`config.mk`:
```
export PLATFORM = sky130hd
export DESIGN_NAME = rci_irq_flags
export DESIGN_NICKNAME = d
export VERILOG_FILES = /design/src/logic/rci_pkg.sv /design/src/logic/rci_edge_sync.sv /design/src/logic/rci_irq_flags.sv
export SDC_FILE = /design/constraint.sdc
export NUM_CORES = 1
export LEC_CHECK = 0
export BUFFER_PORTS_ARGS = -buffer_cell sky130_fd_sc_hd__buf_2
export CAP_MARGIN = 25
export CORE_ASPECT_RATIO = 1.75
export CORE_MARGIN = 4
export CORE_UTILIZATION = 33
export CTS_CLUSTER_DIAMETER = 30
export DETAILED_ROUTE_END_ITERATION = 12
export PLACE_DENSITY_LB_ADDON = 0.12
export REMOVE_ABC_BUFFERS = 1
export SLEW_MARGIN = 20
export SYNTH_ARGS = -nofsm -noshare
export SYNTH_HDL_FRONTEND = slang
export SYNTH_HIERARCHICAL = 1
export SYNTH_SLANG_ARGS = --single-unit
```
`constraint.sdc`:
```
create_clock -name clk_sys -period 6.6 [get_ports clk_sys]
set_input_delay 1.65 -clock clk_sys [delete_from_list [all_inputs] [get_ports clk_sys]]
set_output_delay 1.65 -clock clk_sys [all_outputs]
set_load 0.005 [all_outputs]
```
`src/logic/rci_pkg.sv`:
```
// Purpose: shared constants and types of the remote-control interrupt cause block
// Assumes: byte-wide registers on a plain strobe port, 16-bit address
// Notes:   offsets are byte addresses of the peripheral map
package rci_pkg;

    // ------------------------------------------------------------
    // register map
    // ------------------------------------------------------------
    localparam logic [15:0] ADDR_MASK  = 16'h5346;
    localparam logic [15:0] ADDR_FLAGS = 16'h5347;
    localparam logic [15:0] ADDR_LCNT  = 16'h5345;
    localparam logic [15:0] ADDR_RXIN  = 16'h5344;

    // ------------------------------------------------------------
    // field positions and reset values
    // ------------------------------------------------------------
    localparam int          BIT_UNDERFLOW = 0;
    localparam int          BIT_RISE      = 1;
    localparam int          BIT_FALL      = 2;
    localparam logic [2:0]  RST_MASK      = 3'h0;
    localparam logic [2:0]  RST_FLAGS     = 3'h0;
    localparam logic [7:0]  RST_LCNT      = 8'h00;
    localparam logic [7:0]  DATA_ZERO     = 8'h00;

    // ------------------------------------------------------------
    // types
    // ------------------------------------------------------------
    typedef struct packed {
        logic        wrEn;
        logic        rdEn;
        logic [15:0] addr;
        logic [7:0]  wrData;
    } rci_bus_s;

    typedef struct packed {
        logic fall;
        logic rise;
        logic underflow;
    } rci_cause_s;

    typedef enum logic [1:0] {
        CNT_IDLE = 2'b01,
        CNT_RUN  = 2'b10
    } rci_cnt_e;

endpackage

```
`src/logic/rci_edge_sync.sv`:
```
// Purpose: synchronise the received input and produce edge strobes
// Assumes: input is asynchronous to clk_sys
// Notes:   three stages; a change counts once the second and third agree
module rci_edge_sync (
    // clock and reset
    input  wire logic clk_sys,
    input  wire logic srst,
    input  wire logic clkEn,
    // pin side
    input  wire logic rxPin,
    // level and strobes
    output logic      rxLevel,
    output logic      riseStb,
    output logic      fallStb
);

    logic [2:0] syncFf;
    logic       lvlFf;

    always_ff @(posedge clk_sys) begin
        if (srst) begin
            syncFf <= 3'h0;
        end else if (clkEn) begin
            syncFf <= {syncFf[1:0], rxPin};
        end
    end

    // only stages two and three are compared; stage one may be metastable
    always_ff @(posedge clk_sys) begin
        if (srst) begin
            lvlFf   <= 1'b0;
            riseStb <= 1'b0;
            fallStb <= 1'b0;
        end else if (clkEn) begin
            riseStb <= 1'b0;
            fallStb <= 1'b0;
            if (syncFf[1] == syncFf[2] && syncFf[2] != lvlFf) begin
                lvlFf   <= syncFf[2];
                riseStb <= syncFf[2];
                fallStb <= !syncFf[2];
            end
        end
        // strobes hold while frozen so an edge seen just before a stall is not lost
    end

    assign rxLevel = lvlFf;

endmodule

```
`src/logic/rci_irq_flags.sv`:
```
// Purpose: interrupt cause flags, enables and length down counter of the remote-control unit
// Assumes: byte registers over a plain strobe port, read data one cycle after the read strobe
// Notes:   flags are write-one-to-clear, a set in the same cycle wins over the clear

// Operation
// - underflow enable at mask bit 0, read/write, reset zero
// - flag register at 0x5347: fall bit 2, rise bit 1, underflow bit 0
// - falling edge sets fall flag only while its enable is one
// - rising edge sets rise flag only while its enable is one
// - counter underflow sets underflow flag only while its enable is one
// - interrupt request is high whenever any flag is set
// - writing one clears a flag, writing zero leaves it
// - flags read one after their cause, zero after reset
// - length counter counts down from written value, stops at zero, signals underflow
// - mask register at 0x5346: fall enable bit 2, rise enable bit 1
module rci_irq_flags (
    // clock and reset
    input  wire logic       clk_sys,
    input  wire logic       srst,
    input  wire logic       clkEn,
    // register port
    input  wire logic [15:0] regAddr,
    input  wire logic [7:0]  regWrData,
    input  wire logic        regWrEn,
    input  wire logic        regRdEn,
    output logic [7:0]       regRdData,
    // counter tick from the shared prescaler
    input  wire logic        cntTick,
    // received input pin
    input  wire logic        rxPin,
    // interrupt request toward the chip interrupt controller
    output logic             irqReq
);

    // ------------------------------------------------------------
    // bus request bundle
    // ------------------------------------------------------------
    rci_pkg::rci_bus_s   bus;
    rci_pkg::rci_cause_s cause;

    assign bus.wrEn   = regWrEn;
    assign bus.rdEn   = regRdEn;
    assign bus.addr   = regAddr;
    assign bus.wrData = regWrData;

    function automatic logic hit(input logic [15:0] a, input logic [15:0] ref_a);
        hit = (a == ref_a);
    endfunction

    // ------------------------------------------------------------
    // input edge detection
    // ------------------------------------------------------------
    logic rxLevel;
    logic riseStb;
    logic fallStb;

    rci_edge_sync u_edge (
        .clk_sys (clk_sys),
        .srst    (srst),
        .clkEn   (clkEn),
        .rxPin   (rxPin),
        .rxLevel (rxLevel),
        .riseStb (riseStb),
        .fallStb (fallStb)
    );

    // ------------------------------------------------------------
    // mask register
    // ------------------------------------------------------------
    logic [2:0] mask_ff;

    always_ff @(posedge clk_sys) begin
        if (srst) begin
            mask_ff <= rci_pkg::RST_MASK;
        end else if (clkEn && bus.wrEn && hit(bus.addr, rci_pkg::ADDR_MASK)) begin
            mask_ff <= bus.wrData[2:0];
        end
    end

    // ------------------------------------------------------------
    // length down counter
    // ------------------------------------------------------------
    logic [7:0]        lcnt_ff;
    rci_pkg::rci_cnt_e cntState_ff;
    logic              underflowStb;

    // a write restarts the count; writing zero stops it without an underflow
    always_ff @(posedge clk_sys) begin
        if (srst) begin
            lcnt_ff     <= rci_pkg::RST_LCNT;
            cntState_ff <= rci_pkg::CNT_IDLE;
        end else if (clkEn) begin
            if (bus.wrEn && hit(bus.addr, rci_pkg::ADDR_LCNT)) begin
                lcnt_ff     <= bus.wrData;
                cntState_ff <= (bus.wrData != rci_pkg::DATA_ZERO) ? rci_pkg::CNT_RUN : rci_pkg::CNT_IDLE;
            end else begin
                case (cntState_ff)
                    rci_pkg::CNT_IDLE: begin
                        cntState_ff <= rci_pkg::CNT_IDLE;
                    end
                    rci_pkg::CNT_RUN: begin
                        if (cntTick) begin
                            lcnt_ff <= lcnt_ff - 8'h01;
                            if (lcnt_ff == 8'h01) begin
                                cntState_ff <= rci_pkg::CNT_IDLE;
                            end
                        end
                    end
                    default: begin
                        cntState_ff <= rci_pkg::CNT_IDLE;
                    end
                endcase
            end
        end
    end

    // underflow is the step from one to zero while running
    assign underflowStb = clkEn && (cntState_ff == rci_pkg::CNT_RUN) && cntTick
                          && (lcnt_ff == 8'h01)
                          && !(bus.wrEn && hit(bus.addr, rci_pkg::ADDR_LCNT));

    // ------------------------------------------------------------
    // cause flags
    // ------------------------------------------------------------
    logic [2:0] flags_ff;
    logic [2:0] nxt_flags;
    logic [2:0] setVec;
    logic [2:0] clrVec;

    assign cause.fall      = fallStb && mask_ff[rci_pkg::BIT_FALL];
    assign cause.rise      = riseStb && mask_ff[rci_pkg::BIT_RISE];
    assign cause.underflow = underflowStb && mask_ff[rci_pkg::BIT_UNDERFLOW];

    always_comb begin
        setVec = {cause.fall, cause.rise, cause.underflow};
        clrVec = (clkEn && bus.wrEn && hit(bus.addr, rci_pkg::ADDR_FLAGS)) ? bus.wrData[2:0] : 3'h0;
        // set wins over a clear in the same cycle so no event is lost
        nxt_flags = (flags_ff & ~clrVec) | setVec;
    end

    always_ff @(posedge clk_sys) begin
        if (srst) begin
            flags_ff <= rci_pkg::RST_FLAGS;
        end else if (clkEn) begin
            flags_ff <= nxt_flags;
        end
    end

    // registered request: loaded from the next flags, so high in the same cycle as the flag register
    always_ff @(posedge clk_sys) begin
        if (srst) begin
            irqReq <= 1'b0;
        end else if (clkEn) begin
            irqReq <= |nxt_flags;
        end
    end

    // ------------------------------------------------------------
    // read port
    // ------------------------------------------------------------
    always_ff @(posedge clk_sys) begin
        if (srst) begin
            regRdData <= rci_pkg::DATA_ZERO;
        end else if (clkEn) begin
            regRdData <= rci_pkg::DATA_ZERO;
            if (bus.rdEn) begin
                case (bus.addr)
                    rci_pkg::ADDR_MASK:  regRdData <= {5'h00, mask_ff};
                    rci_pkg::ADDR_FLAGS: regRdData <= {5'h00, flags_ff};
                    rci_pkg::ADDR_LCNT:  regRdData <= lcnt_ff;
                    rci_pkg::ADDR_RXIN:  regRdData <= {7'h00, rxLevel};
                    default:             regRdData <= rci_pkg::DATA_ZERO;
                endcase
            end
        end
    end

endmodule

```
==> flow_summary.toml <==
[status]
status = "completed"

[synth]
syn_area_mm2 = 0.001665
ys_ff_latch = 31
async_flop_share = 0
seq_area_frac_synth = 0.3727
yosys.area.top_type = "dfxtp_1"
ys_types = 50
synth_ff_type = "dfxtp_1"
ys_top_cells_by_area = "dfxtp_1 37%, a21oi_1 6.0%, mux2i_1 5.4%, nor2_1 3.8%, nand3_1 3.0%"
yosysWarningCount = 6
syn_inst = 193
synthTopCellsByCount = "31 x dfxtp_1, 20 x a21oi_1, 17 x nor2_1"
synth_edf_count = 0
synth_top_area_frac = 0.3727
synth_most_common_cell = "dfxtp_1"
avgSynthCellArea_um2 = 8.629

[clock_tree]
ctsHoldBuffers = 0
cts_buffers = 5
clk_path_buf_depth = 2
clk_pin_slew_ns = 0.07
cts_setup_buffers = 0
h-tree-depth = 2
clock_latency_ns = 0.28
cts_sinks = 31
cts_resized = 0
clockRootBuffer = "clkbuf_8"
cts_tree = "yes"

[job]
maxCapViolations = 0

[place]
hpwl_mm = 3.425
gp_congestion = 0.8535
dp.cells = 275
port_buffers = 39

[detailed_routing]
antenna_left = 0
vias_per_cell = 5.656
drt_iter0_drc = 63
vias = 1595
drc = 0
routed_wl_mm = 4.612
drt_first_pass_iters = 5
wire_per_inst_um = 16.35

[pwr]
pwr-share-seq = 0.513
p_comb_frac = 0.072
p_per_area_mw_per_mm2 = 187.5
p_leak_uw = 0.0008361
swShare = 0.2374
p_int_uw = 280.8
vdd_drop_max_uv = 148.8
p_switching_uw = 87.41
pwr-share-clk = 0.416

[critical_path]
r2r_start = "lcnt_ff[3]"
worstSetupPathType = "in -> reg"
cp_slowest_stage_delay_ns = 0.76
critical_path.slowest_cell = "nor4_4"
end_kind = "register"
path_cells = "buf_2 -> or4b_4 -> nor4_4 -> a31oi_4 -> or2_0 -> o31ai_2"
startpoint_type = "primary input"
cp_max_fo = 15
worstSetupStartpoint = "regAddr[10]"
cp_num_buf_inv = 1
arrival_ns = 4.01
crit_family = "simple AND/OR/NAND/NOR gates"
cp_data_required_time_ns = 6.80

[grt]
gr-max-usage-layer = "met2"
grt_max_degree = 35
grt_pass1_wl_mm = 7.362
met2_usage = 0.2825
grt_pass1_vias = 1581
grt.met3_usage = 0.03540
use_met1 = 0.1744
grt_overflow = 0
grtUsageTotal = 0.1580
antenna_found_initial = 0

[final_layout]
syn2layout_area_growth_pct = 17.96
final_nets = 261
utilization = 0.3981
layout.cells.non_filler = 282
n_antenna_cell = 0
layout-drive-gt1-share = 0.2500

[timing]
setup_viol_count_final = 0
clock.fmax_mhz = 263.0
rsz0062_at_grt = "false"
clock_skew_ns = 0.004012
tightest_slew_ns = 0.8359
drv_slew = 0
fin_crit_ns = 3.803
hold_violations = 0
fin_setup_tns_ns = 0
slew-limit-headroom = 0.4386
finalCritPeriodShare = 0.5761

[floorplan]
io-pin-count = 40
core.rowCount = 34
dieArea_mm2 = 0.006292
fp.dieH_um = 102.0
initial_core_util = 0.3375
fp.dieW_um = 61.70
core_mm2 = 0.004935

[worst_hold_path]
hp-start = "regRdData[0]"
hold_path.class = "reg -> reg"
-- sequential cells by signal, indices dropped and copies added (netlist names) --
name	cells
cntState_ff	2
flags_ff	3
irqReq	1
lcnt_ff	8
mask_ff	3
regRdData	8
u_edge/fallStb	1
u_edge/riseStb	1
u_edge/rxLevel	1
u_edge/syncFf	3
-- metrics by stage --
stage	hold slack, ns	area [um2]	total power, uW	setup slack, ns
global placement	0.4426	1877	219.6	2.523
floorplan	0.4422	1614	201.0	2.973
global route	0.4819	1964	382.1	2.622
detailed placement	0.4436	1877	219.8	2.496
finish	0.4468	1964	368.2	2.797
CTS	0.4509	1964	372.3	2.786
-- worst paths after layout --
path / end / slack [ns] / cells after the start
worst max-delay path: lcnt_ff[1] / 2.80 / 6
worst min-delay path: regRdData[0] / 0.45 / 2
worst max register to register: irqReq / 4.64 / 5
worst min register to register: regRdData[0] / 0.45 / 2
-- power by group through the flow --
stage                     Clock (uW)  Sequential, uW  Combinational, uW
after floorplan                    0             193               8.11
after global placement             0             193               26.5
final                            153             189               26.4
after detailed placement           0             193               26.7
after CTS                        157             189               26.7
after global routing             164             189               29.3
-- worst register-to-register path: cells and delay by family (launching register included) --
kind	cells	cell delay, ns
AO/OA/AOI/OAI	3	0.51
AND/OR/NAND/NOR	2	0.97
flip-flops	1	0.38
-- cell families after synthesis --
group,synth area share
flip-flops,0.3727
AND/OR/NAND/NOR,0.2622
adder cells (fa/ha/maj),0.01502
multiplexers,0.08114
buffers and inverters,0.05560
AO/OA/AOI/OAI,0.2134
-- cells in the final DEF (no fill, tap or decap), types with 2 or more instances in the layout --
cell type / n
buf_2: 39
ha_1: 2
nand4b_1: 3
nor3_1: 2
and2_1: 3
inv_1: 11
nor4_1: 4
nand2_1: 12
clkbuf_8: 6
nand3_1: 10
dfxtp_1: 31
a22oi_1: 5
a31oi_1: 3
o21ai_0: 5
a22o_1: 2
nor2b_1: 4
mux2i_1: 9
nor2_1: 17
mux2_2: 2
o32ai_1: 4
nand2b_1: 6
a21oi_1: 20
o21ai_1: 2
-- final cells by class --
class	instances	area, um2
sequential	31	620.6
inverter	11	41.29
tap	54	67.56
fill	529	2970
clock inverter	1	5.005
timing repair buffer	39	195.2
multi-input combinational	140	952.2
clock buffer	6	82.58
-- routing by layer --
metal	routed length, um	up-vias
li1	-	768
met1	1802	759
met2	2437	59
met3	268	9
met4	104	0
met5	0	-
Power figures use the tool's default switching activity.
